<file path="src/i2sc_defines.svh">
// register map, field positions, reset values and timing counts
`ifndef I2SC_DEFINES_SVH
`define I2SC_DEFINES_SVH

`define I2SC_OFS_MAIN 8'h00
`define I2SC_OFS_CU0 8'h04
`define I2SC_OFS_CU1 8'h08
`define I2SC_OFS_SYNC 8'h18
`define I2SC_OFS_SER0 8'h20
`define I2SC_OFS_SER1 8'h24
`define I2SC_OFS_SMP0 8'h30
`define I2SC_OFS_SMP1 8'h34

// main_control bit positions (serializer_on 5:4, clock_unit_on 3:2)
`define I2SC_BIT_SRST 0
`define I2SC_BIT_EN 1
`define I2SC_BIT_CU0 2
`define I2SC_BIT_SER0 4

// clock_unit_control fields
`define I2SC_CU_SW_LSB 0
`define I2SC_CU_SC_LSB 2
`define I2SC_CU_DIV_LSB 19
// serializer_control: clock unit select
`define I2SC_SER_CKSEL 5

// main_control reset, stored bits 5:1
`define I2SC_RST_MAIN 5'h00
`define I2SC_RST_CU 32'h00000000
`define I2SC_RST_SER 32'h00000000
`define I2SC_RST_SMP 32'h00000000

`define I2SC_CLK_NS 4
`define I2SC_SYNC_NS 20
`define I2SC_SYNC_CYC ((`I2SC_SYNC_NS + `I2SC_CLK_NS - 1) / `I2SC_CLK_NS)

`endif

</file>
<file path="src/i2sc_pkg.sv">
// shared types of the audio serial control block
package i2sc_pkg;
  typedef enum {I2SC_SR_IDLE, I2SC_SR_BUSY} i2sc_srst_st_t;
  typedef logic [5:1] i2sc_en_t;
endpackage

</file>
<file path="src/i2sc_buf.sv">
// two-entry valid/ready buffer for outgoing sample words
`timescale 1ns/100ps
module i2sc_buf #(
  parameter int WIDTH = 32,
  parameter int DEPTH = 2
) (
  input wire logic clk_i,
  input wire logic rst_i,
  input wire logic in_valid_i,
  output logic in_ready_o,
  input wire logic [WIDTH-1:0] in_data_i,
  output logic out_valid_o,
  input wire logic out_ready_i,
  output logic [WIDTH-1:0] out_data_o
);
  localparam int AW = (DEPTH > 1) ? $clog2(DEPTH) : 1;
  localparam int CW = $clog2(DEPTH + 1);

  if (DEPTH < 2 || WIDTH < 1) begin : g_chk
    $error("i2sc_buf needs DEPTH >= 2 and WIDTH >= 1");
  end

  logic [WIDTH-1:0] mem_r [DEPTH];
  logic [AW-1:0] wp_r;
  logic [AW-1:0] rp_r;
  logic [CW-1:0] cnt_r;
  logic push;
  logic pop;

  assign in_ready_o = (cnt_r != CW'(DEPTH));
  assign out_valid_o = (cnt_r != '0);
  assign out_data_o = mem_r[rp_r];
  assign push = in_valid_i & in_ready_o;
  assign pop = out_valid_o & out_ready_i;

  always_ff @(posedge clk_i) begin
    if (push) begin
      mem_r[wp_r] <= in_data_i;
    end
  end

  always_ff @(posedge clk_i) begin
    if (rst_i) begin
      wp_r <= '0;
      rp_r <= '0;
      cnt_r <= '0;
    end else begin
      if (push) begin
        wp_r <= (wp_r == AW'(DEPTH - 1)) ? '0 : AW'(wp_r + 1'b1);
      end
      if (pop) begin
        rp_r <= (rp_r == AW'(DEPTH - 1)) ? '0 : AW'(rp_r + 1'b1);
      end
      if (push && !pop) begin
        cnt_r <= CW'(cnt_r + 1'b1);
      end else if (pop && !push) begin
        cnt_r <= CW'(cnt_r - 1'b1);
      end
    end
  end
endmodule // i2sc_buf

</file>
<file path="src/i2sc_ctrl.sv">
// control registers, clock units and serializers of the audio serial port
`timescale 1ns/100ps
`include "i2sc_defines.svh"

// Summary of operation
// - bus takes 8, 16, 32-bit accesses
// - each byte lane written independently
// - clock unit words writable only when disabled
// - enable changes pass a synchronising delay
// - bits 5:4 switch serializers on, off
// - bits 3:2 switch clock units on, off
// - bit 1 enables peripheral, reads back state
// - soft reset returns all registers, disables
// - soft reset write drops other written bits
// - soft reset bit reads one while ongoing
// - writing zero to soft reset does nothing
// - busy bit shows pending enable synchronisation
// - bit clock from divider field plus one
// - slot width code picks 8..32 bits
// - slots per frame equal count plus one
module i2sc_ctrl #(
  parameter int SYNC_CYC = `I2SC_SYNC_CYC,
  parameter int BUF_DEPTH = 2
) (
  input wire logic clk_i,
  input wire logic rst_i,
  input wire logic wb_cyc_i,
  input wire logic wb_stb_i,
  input wire logic wb_we_i,
  input wire logic [7:0] wb_adr_i,
  input wire logic [3:0] wb_sel_i,
  input wire logic [31:0] wb_dat_i,
  output logic [31:0] wb_dat_o,
  output logic wb_ack_o,
  output logic [1:0] sck_o,
  output logic [1:0] fs_o,
  output logic [1:0] sd_o
);
  if (SYNC_CYC < 1 || SYNC_CYC > 255 || BUF_DEPTH < 2) begin : g_chk
    $error("i2sc_ctrl: SYNC_CYC 1..255 and BUF_DEPTH >= 2 required");
  end

  localparam logic [7:0] SYNC_LOAD = 8'(SYNC_CYC - 1);

  function automatic logic [31:0] i2sc_merge(input logic [31:0] o,
      input logic [31:0] n, input logic [3:0] s);
    logic [31:0] r;
    r = o;
    for (int b = 0; b < 4; b++) begin
      if (s[b]) begin
        r[8*b +: 8] = n[8*b +: 8];
      end
    end
    return r;
  endfunction

  function automatic logic [5:0] i2sc_slot_bits(input logic [1:0] code);
    return {code, 3'b000} + 6'h08;
  endfunction

  logic ack_r;
  logic [31:0] dat_r;
  i2sc_pkg::i2sc_en_t main_r;
  i2sc_pkg::i2sc_en_t eff_r;
  i2sc_pkg::i2sc_en_t busy_r;
  i2sc_pkg::i2sc_en_t chg;
  logic [7:0] sync_cnt_r;
  i2sc_pkg::i2sc_srst_st_t srst_st_r;
  logic [7:0] srst_cnt_r;
  logic [31:0] cu_r [2];
  logic [31:0] ser_r [2];
  logic [31:0] smp_r [2];
  logic [7:0] a;
  logic req;
  logic is_main;
  logic [1:0] is_cu;
  logic [1:0] is_ser;
  logic [1:0] is_smp;
  logic [1:0] buf_in_rdy;
  logic [1:0] buf_out_vld;
  logic [31:0] buf_out [2];
  logic [1:0] pop;
  logic rdy_sel;
  logic wr_go;
  logic wr_ok;
  logic mwr;
  logic srst_busy;
  logic srst_wr;
  logic clr;
  logic [31:0] wmain;
  logic [31:0] rdata;
  logic [1:0] cu_act;
  logic [1:0] adv;
  logic [1:0] wrap;
  logic [5:0] sbits [2];

  // bus side
  assign a = {wb_adr_i[7:2], 2'b00};
  assign is_main = (a == `I2SC_OFS_MAIN);
  assign is_cu = {a == `I2SC_OFS_CU1, a == `I2SC_OFS_CU0};
  assign is_ser = {a == `I2SC_OFS_SER1, a == `I2SC_OFS_SER0};
  assign is_smp = {a == `I2SC_OFS_SMP1, a == `I2SC_OFS_SMP0};
  assign req = wb_cyc_i & wb_stb_i & ~ack_r;
  // a sample write waits for room in its buffer
  assign rdy_sel = ~|(is_smp & ~buf_in_rdy);
  assign wr_go = req & wb_we_i & rdy_sel;
  assign srst_busy = (srst_st_r == i2sc_pkg::I2SC_SR_BUSY);
  assign srst_wr = wr_go & is_main & wb_sel_i[0] &
    wb_dat_i[`I2SC_BIT_SRST] & ~srst_busy;
  assign wr_ok = wr_go & ~srst_busy;
  assign mwr = wr_ok & is_main & ~srst_wr;
  assign clr = srst_busy & (srst_cnt_r == 8'h00);
  assign wmain = i2sc_merge({26'h0, main_r, 1'b0}, wb_dat_i, wb_sel_i);
  assign chg = wmain[5:1] ^ main_r;
  assign wb_ack_o = ack_r;
  assign wb_dat_o = dat_r;

  always_ff @(posedge clk_i) begin
    if (rst_i) begin
      ack_r <= 1'b0;
    end else begin
      ack_r <= req & (~wb_we_i | rdy_sel);
    end
  end

  always_ff @(posedge clk_i) begin
    if (rst_i) begin
      dat_r <= '0;
    end else if (req && !wb_we_i) begin
      dat_r <= rdata;
    end
  end

  always_comb begin
    rdata = '0;
    case (a)
      `I2SC_OFS_MAIN: rdata = {26'h0, main_r, srst_busy};
      `I2SC_OFS_SYNC: rdata = {26'h0, busy_r, srst_busy};
      `I2SC_OFS_CU0: rdata = cu_r[0];
      `I2SC_OFS_CU1: rdata = cu_r[1];
      `I2SC_OFS_SER0: rdata = ser_r[0];
      `I2SC_OFS_SER1: rdata = ser_r[1];
      `I2SC_OFS_SMP0: rdata = smp_r[0];
      `I2SC_OFS_SMP1: rdata = smp_r[1];
      default: rdata = '0;
    endcase
  end

  // enable bits; the soft reset bit itself is never stored
  always_ff @(posedge clk_i) begin
    if (rst_i || clr) begin
      main_r <= `I2SC_RST_MAIN;
    end else if (mwr) begin
      main_r <= wmain[5:1];
    end
  end

  // enable changes reach the serial logic only after the sync delay
  always_ff @(posedge clk_i) begin
    if (rst_i || clr) begin
      busy_r <= '0;
      eff_r <= '0;
      sync_cnt_r <= 8'h00;
    end else if (mwr && chg != '0) begin
      busy_r <= busy_r | chg;
      sync_cnt_r <= SYNC_LOAD;
    end else if (sync_cnt_r != 8'h00) begin
      sync_cnt_r <= sync_cnt_r - 8'h01;
    end else if (busy_r != '0) begin
      busy_r <= '0;
      eff_r <= main_r;
    end
  end

  always_ff @(posedge clk_i) begin
    if (rst_i) begin
      srst_st_r <= i2sc_pkg::I2SC_SR_IDLE;
      srst_cnt_r <= 8'h00;
    end else begin
      case (srst_st_r)
        i2sc_pkg::I2SC_SR_IDLE: begin
          if (srst_wr) begin
            srst_st_r <= i2sc_pkg::I2SC_SR_BUSY;
            srst_cnt_r <= SYNC_LOAD;
          end
        end
        i2sc_pkg::I2SC_SR_BUSY: begin
          if (srst_cnt_r != 8'h00) begin
            srst_cnt_r <= srst_cnt_r - 8'h01;
          end else begin
            srst_st_r <= i2sc_pkg::I2SC_SR_IDLE;
          end
        end
        default: srst_st_r <= i2sc_pkg::I2SC_SR_IDLE;
      endcase
    end
  end

  for (genvar i = 0; i < 2; i++) begin : g_unit
    logic [4:0] div_cnt_r;
    logic [5:0] bit_r;
    logic [2:0] slot_r;
    logic [2:0] slot_nxt;
    logic sck_r;
    logic fs_r;
    logic tick;
    logic lastbit;
    logic [4:0] div;
    logic [2:0] nsl;

    always_ff @(posedge clk_i) begin
      if (rst_i || clr) begin
        cu_r[i] <= `I2SC_RST_CU;
      end else if (wr_ok && is_cu[i] && !main_r[`I2SC_BIT_EN]) begin
        cu_r[i] <= i2sc_merge(cu_r[i], wb_dat_i, wb_sel_i);
      end
    end

    assign div = cu_r[i][`I2SC_CU_DIV_LSB +: 5];
    assign nsl = cu_r[i][`I2SC_CU_SC_LSB +: 3];
    assign sbits[i] = i2sc_slot_bits(cu_r[i][`I2SC_CU_SW_LSB +: 2]);
    // clock units run only with the module enabled
    assign cu_act[i] = eff_r[`I2SC_BIT_EN] & eff_r[`I2SC_BIT_CU0 + i] &
      ~srst_busy;
    assign tick = (div_cnt_r == div);
    assign adv[i] = cu_act[i] & tick & sck_r;
    assign lastbit = (bit_r == sbits[i] - 6'h01);
    assign wrap[i] = adv[i] & lastbit & (slot_r == nsl);
    assign slot_nxt = (adv[i] && lastbit) ?
      ((slot_r == nsl) ? 3'h0 : 3'(slot_r + 1'b1)) : slot_r;
    assign sck_o[i] = sck_r;
    assign fs_o[i] = fs_r;

    always_ff @(posedge clk_i) begin
      if (rst_i || !cu_act[i]) begin
        div_cnt_r <= 5'h00;
        sck_r <= 1'b0;
        bit_r <= 6'h00;
        slot_r <= 3'h0;
        fs_r <= 1'b0;
      end else begin
        div_cnt_r <= tick ? 5'h00 : 5'(div_cnt_r + 1'b1);
        if (tick) begin
          sck_r <= ~sck_r;
        end
        if (adv[i]) begin
          bit_r <= lastbit ? 6'h00 : 6'(bit_r + 1'b1);
        end
        slot_r <= slot_nxt;
        fs_r <= (slot_nxt == 3'h0);
      end
    end

  end

  for (genvar j = 0; j < 2; j++) begin : g_ser
    logic cs;
    logic sact;
    logic [31:0] sh_r;

    always_ff @(posedge clk_i) begin
      if (rst_i || clr) begin
        ser_r[j] <= `I2SC_RST_SER;
      end else if (wr_ok && is_ser[j]) begin
        ser_r[j] <= i2sc_merge(ser_r[j], wb_dat_i, wb_sel_i);
      end
    end

    always_ff @(posedge clk_i) begin
      if (rst_i || clr) begin
        smp_r[j] <= `I2SC_RST_SMP;
      end else if (wr_ok && is_smp[j]) begin
        smp_r[j] <= i2sc_merge(smp_r[j], wb_dat_i, wb_sel_i);
      end
    end

    i2sc_buf #(
      .WIDTH(32),
      .DEPTH(BUF_DEPTH)
    ) u_buf (
      .clk_i(clk_i),
      .rst_i(rst_i | clr),
      .in_valid_i(wr_ok & is_smp[j]),
      .in_ready_o(buf_in_rdy[j]),
      .in_data_i(i2sc_merge(smp_r[j], wb_dat_i, wb_sel_i)),
      .out_valid_o(buf_out_vld[j]),
      .out_ready_i(pop[j]),
      .out_data_o(buf_out[j])
    );

    assign cs = ser_r[j][`I2SC_SER_CKSEL];
    assign sact = eff_r[`I2SC_BIT_EN] & eff_r[`I2SC_BIT_SER0 + j] &
      cu_act[cs];
    // one word leaves the buffer per frame, at the frame boundary
    assign pop[j] = sact & wrap[cs];
    assign sd_o[j] = sh_r[31];

    always_ff @(posedge clk_i) begin
      if (rst_i || !sact) begin
        sh_r <= 32'h00000000;
      end else if (wrap[cs]) begin
        sh_r <= buf_out_vld[j] ?
          (buf_out[j] << (6'h20 - sbits[cs])) : 32'h00000000;
      end else if (adv[cs]) begin
        sh_r <= {sh_r[30:0], 1'b0};
      end
    end
  end
endmodule // i2sc_ctrl

</file>
<file path="config.mk">
export PLATFORM = sky130hd
export DESIGN_NAME = i2sc_ctrl
export DESIGN_NICKNAME = d
export VERILOG_FILES = /design/src/i2sc_pkg.sv /design/src/i2sc_buf.sv /design/src/i2sc_ctrl.sv
export VERILOG_INCLUDE_DIRS = /design/src
export SDC_FILE = /design/constraint.sdc
export NUM_CORES = 1
export LEC_CHECK = 0
export ABC_AREA = 1
export BUFFER_PORTS_ARGS = -buffer_cell sky130_fd_sc_hd__clkbuf_2
export CAP_MARGIN = 20
export CORE_MARGIN = 2
export CORE_UTILIZATION = 31
export CTS_BUF_LIST = sky130_fd_sc_hd__clkbuf_4 sky130_fd_sc_hd__clkbuf_8 sky130_fd_sc_hd__clkbuf_16
export DETAILED_ROUTE_END_ITERATION = 8
export GPL_TIMING_DRIVEN = 0
export PLACE_DENSITY = 0.48
export SLEW_MARGIN = 20
export SYNTH_ARGS = -nofsm -noshare
export SYNTH_HDL_FRONTEND = slang
export SYNTH_HIERARCHICAL = 1
export SYNTH_SLANG_ARGS = --single-unit
</file>
<file path="constraint.sdc">
create_clock -name clk_i -period 5.1 [get_ports clk_i]
set_clock_uncertainty 0.2 [all_clocks]
set_input_delay 0.255 -clock clk_i [delete_from_list [all_inputs] [get_ports clk_i]]
set_output_delay 0.255 -clock clk_i [all_outputs]
set_load 0.01 [all_outputs]
</file>
After elaboration in Yosys (flattened, before gate mapping)
Memory sizes are Yosys's and may differ from the RTL's. A register that Yosys moved wholly into a read port is not among the register bits.
Cells that the tools add are included.
Widths: inputs -> output; s select.
{"block": "word_totals", "ramBits": 320, "register_bits": 200, "input_bits": 49, "elab_cells": 355, "n_memories": 5}
{"block": "op_classes", "bitwise_logic": 59, "n_shift": 2, "magnitude_cmp": 4, "addsub": 22, "n_reduce_logical": 58, "eq_ne": 21, "mux": 157}
{"name": "cu_r", "words": 2, "word_bits": 32, "read_ports": 2, "rd_clocked_by_memory_dff": 0, "write_ports": 2, "line": "i2sc_ctrl.sv:70", "source": "logic [31:0] cu_r [2];"}
{"name": "g_ser[0].u_buf.mem_r", "words": 2, "word_bits": 32, "read_ports": 1, "rd_clocked_by_memory_dff": 1, "write_ports": 1, "line": "i2sc_buf.sv:23", "source": "logic [WIDTH-1:0] mem_r [DEPTH];"}
{"name": "g_ser[1].u_buf.mem_r", "words": 2, "word_bits": 32, "read_ports": 1, "rd_clocked_by_memory_dff": 1, "write_ports": 1, "line": "i2sc_buf.sv:23"}
{"name": "ser_r", "words": 2, "word_bits": 32, "read_ports": 2, "rd_clocked_by_memory_dff": 0, "write_ports": 2, "line": "i2sc_ctrl.sv:71", "source": "logic [31:0] ser_r [2];"}
{"name": "smp_r", "words": 2, "word_bits": 32, "read_ports": 2, "rd_clocked_by_memory_dff": 0, "write_ports": 2, "line": "i2sc_ctrl.sv:72", "source": "logic [31:0] smp_r [2];"}
{"op": "$mux 8", "n": 74}
{"op": "$mux 32", "n": 14}
{"op": "$pmux 32 s8", "n": 1}
{"op": "$pmux 32 s2", "n": 1}
{"op": "$shl 32x6->32", "n": 2}
{"op": "$mux 6", "n": 9}
{"op": "$mux 1", "n": 44}
{"op": "$and 1x1->1", "n": 37}
{"op": "$eq 32x1->1 const B", "n": 1}
{"op": "$eq 32x2->1 const B", "n": 1}
{"op": "$logic_not 32->1", "n": 1}
{"op": "$eq 6x4->1 const B", "n": 4}
{"op": "$mux 3", "n": 6}
{"op": "$reduce_bool 2->1", "n": 9}
{"op": "$logic_and 1x1->1", "n": 16}
{"op": "$logic_not 8->1", "n": 2}
{"op": "$pmux 8 s2", "n": 1}
{"op": "$reduce_bool 8->1", "n": 2}
{"op": "$sub 8x1->8 const B", "n": 2}
{"op": "$mux 5", "n": 3}
{"op": "$add 5x4->6 const B", "n": 2}
{"op": "$add 6x1->6 const B", "n": 2}
{"op": "$eq 6x6->1", "n": 2}
{"op": "$ne 2x2->1 const B", "n": 6}
{"op": "29 further kinds", "n": 81}

Longest topological paths before layout
Gate-level depths: netlist of the first run.
{"block": "depth", "word_depth": 15, "depth_mapped": 20, "depth_no_buf": 19}

Modules after synthesis
The synthesis of the first run kept the hierarchy.
{"mod": "i2sc_ctrl", "instances": 1, "seq_area_each_um2": 8988.6, "area_each_um2": 18600.3, "cells_each": 2489}
{"mod": "i2sc_buf", "instances": 2, "seq_area_each_um2": 2021.9, "area_each_um2": 2705.1, "cells_each": 137}

Least setup slack after synthesis of the first run
OpenSTA, ideal clock, no wires.
{"block": "synth_timing", "kind": "input to register", "start": "input wb_adr_i[2]", "end": "memory g_ser[0].u_buf.mem_r[1][0] (enable)", "setup_slack_ns": 1.970, "t_required_ns": 4.479, "arrival_time_ns": 2.509, "cell_stages": 8, "path_buffers": 1, "setup_ns": 0.421, "path_cell_list": "nor2_1 > nand3_2 > inv_2 > clkbuf_1 > nand2_1 > inv_1 > nand2_1 > nor2_1"}
{"block": "synth_via", "elab_chain_len": 10, "word_cells_on_any_way": 11}
{"item": "start: declaration", "line": "i2sc_ctrl.sv:30", "source": "input wire logic [7:0] wb_adr_i,"}
{"item": "$eq 6x4->1"}
{"item": "$and 2x2->2", "line": "i2sc_ctrl.sv:105", "source": "assign rdy_sel = ~|(is_smp & ~buf_in_rdy);"}
{"item": "$reduce_or 2->1", "line": "i2sc_ctrl.sv:105"}
{"item": "$logic_not 1->1", "line": "i2sc_ctrl.sv:105"}
{"item": "$and 1x1->1", "line": "i2sc_ctrl.sv:106", "source": "assign wr_go = req & wb_we_i & rdy_sel;"}
{"item": "$and 1x1->1", "line": "i2sc_ctrl.sv:110", "source": "assign wr_ok = wr_go & ~srst_busy;"}
{"item": "$and 1x1->1 (*)", "line": "i2sc_ctrl.sv:283", "source": ".in_valid_i(wr_ok & is_smp[j]),"}
{"item": "$and 1x1->1 (*)", "line": "i2sc_buf.sv:33", "source": "assign push = in_valid_i & in_ready_o;"}
{"item": "$mux 1 (*)", "line": "i2sc_buf.sv:37", "source": "if (push) begin"}
{"item": "$mux 1 (not written as such) (*)", "line": "i2sc_buf.sv:38", "source": "mem_r[wp_r] <= in_data_i;"}
{"item": "end: declaration", "line": "i2sc_buf.sv:23"}
Every way passes the cells marked *; elsewhere a longest branch is shown, timed or not.

==> results of run 1 <==
path summary, 6_finish.rpt:
path / end / slack (ns)
hold reg to reg: g_unit[1].bit_r[2] / 0.26
setup / recovery: g_ser[0].sh_r[21] / 1.47
setup reg to reg: g_ser[0].sh_r[21] / 1.47
hold / removal: wb_dat_o[20] / 0.16
metal layers:
metal	routed length (um)	GRT usage (%)
met1	34860	26.18
met3	3664	2.255
met4	1969	5.779
met2	35930	31.58
met5	0	0
where the power goes:
group | internal [mW] | total, mW | switching (mW)
combinational | 0.167 | 0.589 | 0.423
sequential | 4.31 | 4.35 | 0.0415
clock | 2.50 | 4.20 | 1.70
state kept, by name, indices dropped and copies added (netlist names), 4 cells and up, named ones only:
| name | count |
|---|---|
| srst_cnt_r | 8 |
| eff_r | 5 |
| g_unit.slot_r | 6 |
| ser_r | 64 |
| cu_r | 64 |
| main_r | 5 |
| g_ser.u_buf/mem_r | 128 |
| g_ser.u_buf/cnt_r | 4 |
| smp_r | 64 |
| g_ser.sh_r | 64 |
| g_unit.div_cnt_r | 10 |
| sync_cnt_r | 8 |
| wb_dat_o | 32 |
| busy_r | 5 |
| g_unit.bit_r | 12 |
cell type report:
class / instances / area [um2]
plain buffers: 125 / 730.7
clock buffers: 73 / 1589
clock inverters: 34 / 347.8
fillers: 8003 / 48870
inverters: 399 / 1503
multi-input cells: 1748 / 8780
flip-flops and latches: 491 / 13030
well taps: 1040 / 1301
repair buffers: 127 / 933.4
critical path, stage by stage, from the launching register on:
cell and delay (ns):
edfxtp_1 0.41, buf_4 0.21, inv_2 0.15, nand2_1 0.07, nand2_1 0.38, inv_1 0.13, buf_2 0.22, ha_1 0.40
clkinv_1 0.29, clkbuf_1 0.30, o211ai_1 0.16, o21ai_0 0.16, o21ai_0 0.23, nand2_1 0.11, nor2_1 0.10
through the flow:
stage / area (um2) / utilization, % / setup WS, ns / cells / hold slack (ns)
floorplan: 24010 / - / 1.970 / 2763 / 0.2342
global placement: 25720 / 33.36 / 0.2392 / 3884 / 0.2477
detailed placement: 25910 / 33.61 / 1.439 / 3893 / 0.2613
CTS: 28220 / 36.61 / 1.435 / 4037 / 0.1101
global route: 28220 / 36.61 / 1.133 / 4037 / 0.2168
finish: 28220 / 36.61 / 1.473 / 4037 / 0.1590
cell usage in the layout, fill, tap and decap left out, types with 14 or more instances in the layout:
| master | netlist | routed |
|---|---|---|
| o21ai_1 | 13 | 29 |
| xor2_1 | 19 | 19 |
| buf_2 | 47 | 47 |
| edfxtp_1 | 320 | 320 |
| nand3_1 | 144 | 144 |
| ha_1 | 17 | 17 |
| o21ai_0 | 111 | 95 |
| nor2_1 | 418 | 414 |
| a22oi_1 | 46 | 46 |
| a21oi_1 | 155 | 155 |
| dfxtp_1 | 171 | 171 |
| inv_1 | 386 | 386 |
| clkbuf_2 | 0 | 81 |
| clkinv_2 | 0 | 14 |
| dlygate4sd3_1 | 0 | 37 |
| nor3_1 | 28 | 28 |
| clkbuf_1 | 48 | 48 |
| mux2_4 | 60 | 60 |
| nand4_1 | 23 | 23 |
| clkbuf_16 | 0 | 58 |
| nand2_1 | 616 | 614 |
logic make-up (layout without fill, tap and decap cells):
| logic type | after synthesis | count (layout) |
|---|---|---|
| simple gates | 1284 | 1284 |
| buf+inv | 524 | 758 |
| flops | 491 | 491 |
| compound gates | 355 | 355 |
| mux | 64 | 64 |
| xor+xnor | 28 | 28 |
| fa+ha+maj | 17 | 17 |
==> summary.md, run 1 <==
| Metric | Value |
|---|---|
| Routed length per placed instance | 18.93 um |
| Req. time, crit path | 5.44 ns |
| Nets@finish | 3015 |
| Post-synthesis simple-gate area fraction | about 22% |
| P&R area growth vs syn | 17.52% |
| Yosys cell types | 51 |
| CP startpoint | ser_r[0][5] |
| Worst flop-to-flop path startpoint | ser_r[0][5] |
| Largest net degree at the start of global routing | 25 |
| CTS Root Cell | clkbuf_16 |
| Diodes inserted | 0 |
| DP HPWL | around 60000 um |
| Critical Path Sink Type | flop |
| Most frequent cells after synthesis | 616 x nand2_1, 418 x nor2_1, 386 x inv_1 |
| Setup bufs post-CTS | 0 |
| Maximum clock insertion buffer count | 3 |
| Mux contribution to synthesized area | 3.940% |
| Syn nets | 2829 |
| VDD IR max | 204.1 uV |
| Tot Pwr | approximately 9.1 mW |
| CTS clk-pin slew, worst paths | 0.06 ns |
| Layout cells sized above 1 | 12.81% |
| FFs w/ async S/R, synth | 0% |
| Top-count cell post-synth | nand2_1 |
| Vias | around 19000 |
| Post-synthesis adder-cell area fraction | 0.8859% |
| Row count | 102 |
| Detail Route Antenna Nets | 0 |
| Clock sinks | 491 |
| Final hold violations | 0 |
| Overflow after GRT | 0 |
| Worst skew pair latency | 0.62 ns |
| Part of the cycle the worst path needs | 71.11% |
| # DRC | 0 |
| Post-synthesis instance area | 24010 um2 |
| Clock buffer count from CTS | 57 |
| Synth Area in Compound Gates | 8.197% |
| Synth area leader | edfxtp_1 |
| HP Start | wb_adr_i[5] |
| Seq cells post-synth | 491 |
| Setup TNS | 0 ns |
| F_max | 275.7 MHz |
| Worst-margin pin slew | approximately 1.0 ns |
| Seq/Total Area, Yosys | 54.28% |
| Final wirelength | 76420 um |
| TritonCTS clock tree | built |
| Hold Path Cell Cnt | 6 |
| EDFF count, synth | 320 |
| Initial Util | 31.15% |
| Number of port buffers | 81 |
| First-pass GRT wire length | about 110000 um |
| Drt pass-1 iters | 5 |
| CP startpoint kind | flop |
| Vias in the first global route | ~19000 |
| Synthesized instance count | 2763 |
| Max cap viols | 0 |
| Die Area | 79700 um2 |
| Leak Pwr | 11.74 nW |
| WS Path Type | reg2reg |
| Yosys warns | 6 |
| Ratio of total power to cell area | around 320 nW/um2 |
| GRT Overall Usage | 19.10% |
| Hold Path Class | in2reg |
| Top cells by area, synth | edfxtp_1 40%, dfxtp_1 14%, nand2_1 9.6%, nor2_1 6.5%, inv_1 6.0% |
| RSZ-0062 raised after global routing | no |
| CP max FO | 10 |
| Avg Vias per Cell | 4.786 |
| CP arrival | 3.97 ns |
| Synth top area share | 40.02% |
| Max_slew headroom | 31.61% |
| CTS resizes | 0 |
| Die Wd | roughly 280 um |
| XOR/XNOR share of the synthesized area | 1.021% |
| Initial antenna violation count | 1 |
| Avg Cell Area, Syn | 8.690 um2 |
| Final Max Tran Viols | 0 |
| GP Congestion | 0.8822 |
| Largest family of logic cells by synthesized area | simple AND/OR/NAND/NOR gates |
| Die span in y | 282.3 um |
| Primary FF master, synth | edfxtp_1 |
| Total core area | 77080 um2 |
| Num ports | 88 |
| Worst Reg-to-Reg Cells | 14 |
| Min Tclk post-route | between 3 and 4 ns |
| CTS H-tree depth | 2 |
| DR iter-0 viols | 1561 |
| Hold_buf cts | 37 |
| Final setup vio count | 0 |
| Outcome | finished clean |
(Power assumes the default switching activity.)
==> inputs of run 2 (changes only) <==
ABC_AREA = 0   (was 1)
clock period = 3.5 ns   (was 5.1 ns; I/O delays follow)
==> run 2 against run 1 <==
Effect of this change:
- die area is 4.3% lower
- setup slack got worse by 1.4 ns
- via count is 11% lower
- clock power rose by 47%
- sequential cell count unchanged
- combinational power is 53% higher
- sequential share of layout area up 1.6 points
- cell count shrank 19%
- non-clock buffer count increased by 23
- count of clock-buffer cells in the layout decreased by 1
- critical path type unchanged
- largest cell class unchanged
- highest routed layer unchanged
==> summary.md, run 2 <==
| Metric | Value |
|---|---|
| Number of port buffers | 82 (+1.2%) |
| Max FFs per register | 128 (unchanged) |
| F_max | 294.5 MHz (+6.8%) |
| Drt pass-1 iters | 5 (unchanged) |
| Worst skew pair latency | 0.64 ns (+0.02 ns) |
| Reg with most FFs | g_ser.u_buf/mem_r |
| DP HPWL | 58110 um (-1.5%) |
| Avg Cell Area, Syn | 11.19 um2 (+29%) |
| Yosys cell types | 74 (+45%) |
| Max cap viols | 0 (unchanged) |
| GRT Overall Usage | 20.48% (+1.4 points) |
| Worst-margin pin slew | 1.199 ns (+0.1800 ns) |
| CTS Root Cell | clkbuf_16 |
| Num ports | 88 (unchanged) |
| Routed length per placed instance | 24.48 um (+29%) |
| EDFF count, synth | 320 (unchanged) |
| Hold Path Class | in2reg |
| Logic pwr share | 6.7% (+0.3 points) |
| Avg Vias per Cell | 5.276 (+10%) |
| Synth Area in Compound Gates | 11.28% (+3.1 points) |
| Overflow after GRT | 0 (unchanged) |
| Mux contribution to synthesized area | 8.277% (+4.3 points) |
| CP arrival | 3.69 ns (-0.28 ns) |
| Clock Power Share | 45.8% (-0.2 points) |
| Die Area | 76260 um2 (-4.3%) |
| Post-synthesis instance area | 22960 um2 (-4.4%) |
| Setup TNS | 0 ns (unchanged) |
| Critical Path Sink Type | flop |
| Reg power frac | 47.5% (about the same) |
| Synthesized instance count | 2052 (-26%) |
| Part of the cycle the worst path needs | 97.02% (+26 points) |
| Initial Util | 31.37% (+0.22 points) |
| Max_slew headroom | 20.07% (-12 points) |
| Leak Pwr | 10.46 nW (-11%) |
| Syn nets | 2118 (-25%) |
| Top-count cell post-synth | edfxtp_1 |
| DR iter-0 viols | 1956 (+25%) |
| Nets@finish | 2312 (-23%) |
| Final hold violations | 0 (unchanged) |
| Seq cells post-synth | 491 (unchanged) |
| Switching power | 3.216 mW (+49%) |
| Commonest non-fill, non-tap cells in the layout | 320 x edfxtp_1, 171 x dfxtp_1, 152 x and2_1 |
| CTS H-tree depth | 2 (unchanged) |
| Seq/Total Area, Yosys | 56.76% (+2.5 points) |
| Maximum clock insertion buffer count | 3 (unchanged) |
| Switching part of the total | 23.91% (+0.25 points) |
| XOR/XNOR share of the synthesized area | 2.496% (+1.5 points) |
| Post-synthesis simple-gate area fraction | 16.18% (-6.2 points) |
| Outcome | finished clean |
| # fillers | 7118 (-11%) |
| Yosys warns | 6 (unchanged) |
| Largest net degree at the start of global routing | 33 (+32%) |
| Most frequent cells after synthesis | 320 x edfxtp_1, 171 x dfxtp_1, 152 x and2_1 |
| Top cells by area, synth | edfxtp_1 42%, dfxtp_1 15%, and2_1 4.1%, mux2_2 4.0%, mux2i_1 4.0% |
| VDD IR max | 352.5 uV (+73%) |
| Placed cell area | 24700 um2 (-4.7%) |
| Primary FF master, synth | edfxtp_1 |
| Fin area | 27270 um2 (-3.3%) |
| CTS clk-pin slew, worst paths | 0.07 ns (about the same) |
| Clock sinks | 491 (unchanged) |
| Initial antenna violation count | 4 (+3) |
| Synth top area share | 41.85% (+1.8 points) |
| Row count | 99 (-2.9%) |
| CP max FO | 10 (unchanged) |
| Final Max Tran Viols | 0 (unchanged) |
| Clock buffer count from CTS | 56 (-1.8%) |
| GP Congestion | 0.8643 (-2.0%) |
| Pint | 10.24 mW (+47%) |
| Total core area | 73210 um2 (-5.0%) |
| Final wirelength | 79670 um (+4.3%) |
| Die Wd | 276.2 um (-2.2%) |
| Die span in y | 276.2 um (-2.2%) |
| Vias | 17169 (-11%) |
| TritonCTS clock tree | built |
| P&R area growth vs syn | 18.77% |
| Vias in the first global route | 16736 (-10%) |
| Synth area leader | edfxtp_1 |
| Detail Route Antenna Nets | 0 (unchanged) |
| Most common cell after layout, fill and taps aside | edfxtp_1 |
| Final setup vio count | 0 (unchanged) |
| Layout cells sized above 1 | 17.13% (+4.3 points) |
| First-pass GRT wire length | 115100 um (+0.12%) |
| Min Tclk post-route | 3.396 ns (-0.2310 ns) |
| # DRC | 0 (unchanged) |
| Ratio of total power to cell area | 493.2 nW/um2 (+52%) |
| Req. time, crit path | 3.79 ns (-1.65 ns) |
| FFs w/ async S/R, synth | 0% (unchanged) |
| WS Path Type | reg2reg |
| CP startpoint kind | flop |
| Largest family of logic cells by synthesized area | simple AND/OR/NAND/NOR gates |
| Post-synthesis adder-cell area fraction | 0.9263% (+0.040 points) |
## run 2: changes by cell type in the layout (fill, tap and decap cells not counted), sizes merged, moves of 107 or more
| cell | delta |
|---|---|
| inv | -305 |
| and2 | +154 |
| nor2 | -280 |
| a21oi | -108 |
| nand3 | -107 |
| nand2 | -497 |
## run 2: cell families (layout without fill, tap and decap cells)
logic type               after synthesis  count (layout)
AO/OA/AOI/OAI                        377             377
XOR/XNOR                              62              62
adder cells (fa/ha/maj)               17              17
buffers and inverters                229             471
flip-flops                           491             491
multiplexers                         179             179
other                                  0               1
AND/OR/NAND/NOR                      697             697
## run 2: cell type report
type	instances	area (um2)	area share, %
multi-input cells	1332	9154	33.56
repair buffers	141	1008	3.698
diodes	1	2.502	0.009176
well taps	959	1200	4.400
plain buffers	134	611.8	2.243
clock buffers	72	1546	5.670
clock inverters	34	377.9	1.386
flip-flops and latches	491	13030	47.79
inverters	90	339.1	1.243
## run 2: worst paths after layout
kind	end	depth (start not counted)	slack, ns	startpoint
hold / removal	g_ser[0].u_buf/mem_r[0][8]	3	0.06	wb_sel_i[1]
setup reg to reg	cu_r[0][4]	9	0.10	srst_cnt_r[0]
hold reg to reg	g_ser[1].sh_r[12]	2	0.25	g_ser[1].sh_r[11]
setup / recovery	cu_r[0][4]	9	0.10	srst_cnt_r[0]
## run 2: per-stage QoR
stage / hold slack [ns] / utilization [%] / power, mW / std cells / setup WS [ns]
after global routing: 0.09705 / 37.25 / 13.84 / 3253 / -0.005915
after floorplan: 0.07410 / - / 6.975 / 2052 / 0.1483
after CTS: 0.01822 / 37.13 / 13.52 / 3251 / 0.004010
final: 0.05522 / 37.25 / 13.45 / 3254 / 0.1042
after global placement: 0.2404 / 33.57 / 7.325 / 3093 / -1.550
after detailed placement: 0.2430 / 33.74 / 7.344 / 3099 / -1.012
## run 2: timing repair
item / CTS / global route
cloned: 0 / 0
gates resized for setup: 29 / 37
setup buffers: 10 / 4
pin swaps: 2 / 2
hold endpoints to repair: 229 / 0
setup endpoints to repair: 277 / 153
hold buffers: 39 / 0
## run 2: routing by layer
metal / global-route usage, % / part of all wire, % / up-vias
met5: 0 / 0 / -
met2: 31.90 / 45 / 649
met1: 28.37 / 45 / 8489
li1: - / - / 7911
met3: 3.211 / 6.8 / 120
met4: 8.477 / 4.0 / 0
## run 2: power groups by stage
stage	Combinational [mW]	Clock, mW	Sequential [mW]
after floorplan	0.494	0	6.48
after CTS	0.891	6.25	6.38
final	0.901	6.17	6.38
after global placement	0.820	0	6.51
after detailed placement	0.837	0	6.51
after global routing	0.980	6.46	6.39
## run 2: worst max-delay path: stages (launching register included)
cell      delay [ns]
dfxtp_1         0.33
inv_1           0.08
ha_1            0.20
inv_1           0.07
nor2_1          0.07
a31oi_4         0.46
nand2_1         0.22
nor3b_2         0.77
clkbuf_1        0.64
and2_1          0.22
==> inputs of run 3 (changes only) <==
==> constraint.sdc (replaced) <==
create_clock -name clk_i -period 3.5 [get_ports clk_i]
set_clock_uncertainty 0.2 [all_clocks]
set_input_delay 0.525 -clock clk_i [delete_from_list [all_inputs] [get_ports clk_i]]
set_output_delay 0.525 -clock clk_i [all_outputs]
set_load 0.01 [all_outputs]
==> run 3 against run 2 <==
Effect of this change:
- die area unchanged
- hold slack got worse by 0.024 ns
- total power decreased by 0.31%
- wire length decreased by 0.36%
- sequential cell count unchanged
- fmax decreased by 1.7%
- critical path type is now in2reg
- critical endpoint is now ser_r[0][2]
- largest power group unchanged
==> summary.md, run 3 (synthesized netlist as in run 2, its figures left out) <==
| Metric | Value |
|---|---|
| Worst-margin pin slew | 1.209 ns (+0.009875 ns) |
| Most common cell after layout, fill and taps aside | edfxtp_1 |
| RSZ-0062 raised after global routing | no |
| Part of the cycle the worst path needs | 98.74% (+1.7 points) |
| Final setup vio count | 0 (unchanged) |
| Clock Power Share | 45.9% (about the same) |
| Multi-input logic area | 9158 um2 (about the same) |
| VDD IR max | 352.3 uV (about the same) |
| CTS Root Cell | clkbuf_16 |
| Register Area | 13030 um2 (unchanged) |
| Overflow after GRT | 0 (unchanged) |
| GRT Overall Usage | 20.34% (-0.14 points) |
| Critical Path Sink Type | flop |
| Die Area | 76260 um2 (unchanged) |
| Worst skew pair latency | 0.64 ns (about the same) |
| Commonest non-fill, non-tap cells in the layout | 320 x edfxtp_1, 171 x dfxtp_1, 152 x and2_1 |
| Die Wd | 276.2 um (unchanged) |
| TritonCTS clock tree | built |
| Row count | 99 (unchanged) |
| Min Tclk post-route | 3.456 ns (+0.06029 ns) |
| WS Path Type | in2reg |
| CTS H-tree depth | 2 (unchanged) |
| CP max FO | 10 (unchanged) |
| DR iter-0 viols | 1857 (-5.1%) |
| Placed cell area | 24700 um2 (unchanged) |
| Routed length per placed instance | 24.69 um (+0.85%) |
| # DRC | 0 (unchanged) |
| Clock sinks | 491 (unchanged) |
| Drt pass-1 iters | 6 (+1) |
| Hold_ws | 0.03163 ns (-0.02358 ns) |
| Vias in the first global route | 16580 (-0.93%) |
| Maximum clock insertion buffer count | 3 (unchanged) |
| Largest net degree at the start of global routing | 33 (unchanged) |
| Tot Pwr | 13.41 mW (-0.31%) |
| Req. time, crit path | 3.55 ns (-0.24 ns) |
| CP arrival | 3.51 ns (-0.18 ns) |
| Number of port buffers | 82 (unchanged) |
| Final wirelength | 79380 um (-0.36%) |
| Avg Vias per Cell | 5.323 (+0.88%) |
| Clock buffer count from CTS | 56 (unchanged) |
| Vias | 17113 (-0.33%) |
| Max_slew headroom | 19.41% (-0.66 points) |
| Total core area | 73210 um2 (unchanged) |
| CP startpoint kind | primary input |
| Initial antenna violation count | 5 (+1) |
| Max FFs per register | 128 (unchanged) |
| Switching power | 3.200 mW (-0.49%) |
| PnR worst setup slack | 0.04395 ns (-0.06029 ns) |
| Num ports | 88 (unchanged) |
| First-pass GRT wire length | 114300 um (-0.62%) |
| Reg power frac | 47.6% (about the same) |
| Ratio of total power to cell area | 498.7 nW/um2 (+1.1%) |
| Fin area | 26890 um2 (-1.4%) |
| Final hold violations | 0 (unchanged) |
| Initial Util | 31.37% (unchanged) |
| Pint | 10.21 mW (-0.26%) |
| Logic pwr share | 6.5% (-0.2 points) |
| Reg with most FFs | g_ser.u_buf/mem_r |
| Detail Route Antenna Nets | 0 (unchanged) |
| Final Max Tran Viols | 0 (unchanged) |
| Hold Path Class | in2reg |
| DP HPWL | 58110 um (unchanged) |
| F_max | 289.3 MHz (-1.7%) |
| Setup WS pre-CTS | -1.362 ns (-0.3500 ns) |
| GP Congestion | 0.8643 (unchanged) |
| Layout cells sized above 1 | 17.47% (+0.34 points) |
| CTS clk-pin slew, worst paths | 0.07 ns (about the same) |
| P&R area growth vs syn | 17.09% |
| Max cap viols | 0 (unchanged) |
| Switching part of the total | 23.87% (-0.042 points) |
| # fillers | 7137 (+0.27%) |
| Leak Pwr | 10.31 nW (-1.5%) |
| Nets@finish | 2273 (-1.7%) |
| Outcome | finished clean |
| Die span in y | 276.2 um (unchanged) |
==> run 3: power by group through the flow <==
stage	clock, mW	sequential (mW)	combinational, mW
6_report	6.16	6.38	0.867
5_1_grt	6.46	6.39	0.942
4_1_cts	6.25	6.38	0.856
3_5_place_dp	0	6.51	0.837
3_3_place_gp	0	6.51	0.820
2_1_floorplan	0	6.48	0.494
==> run 3: final cells by class <==
type	count	area share [%]
diodes	1	0.009308
flip-flops and latches	491	48.47
multi-input cells	1332	34.06
clock buffers	72	5.752
well taps	959	4.463
repair buffers	102	2.308
plain buffers	134	2.262
inverters	90	1.266
clock inverters	34	1.405
==> run 3: timing repair <==
action                     4_1_cts  5_1_grt
setup buffers                   11        2
setup endpoints to repair      369      154
gates resized for setup         32       33
pin swaps                        2        1
hold buffers                     1        0
hold endpoints to repair         1        0
==> run 3: critical path: stages <==
cell	delay (ns)
clkbuf_2	0.14
clkbuf_1	0.53
nor2b_1	0.31
and2_0	0.52
and3_2	0.50
clkbuf_2	0.44
nand2_1	0.09
nand2_1	0.42
==> run 3: path summary, 6_finish.rpt <==
check / endpoint / depth (start not counted) / slack (ns) / start
max: ser_r[0][2] / 8 / 0.04 / wb_adr_i[5]
max reg2reg: cu_r[1][15] / 6 / 0.10 / srst_cnt_r[2]
min: ser_r[0][11] / 2 / 0.03 / wb_dat_i[11]
min reg2reg: g_ser[1].sh_r[12] / 2 / 0.25 / g_ser[1].sh_r[11]
==> run 3: metal layers <==
layer / GRT usage [%] / part of all wire (%) / wire [um] / up-vias
met5: 0 / 0 / 0 / -
met4: 8.463 / 4.1 / 3263 / 0
met3: 3.448 / 6.8 / 5400 / 130
met2: 31.62 / 45 / 35340 / 695
met1: 28.03 / 45 / 35370 / 8465
li1: - / - / - / 7823
==> run 3: per-stage QoR <==
stage	util [%]	TNS, ns	instances
4_1_cts	36.62	0	3213
5_1_grt	36.72	0	3214
2_1_floorplan	-	0	2052
6_report	36.73	0	3215
3_5_place_dp	33.74	-281.23	3099
3_3_place_gp	33.57	-478.99	3093
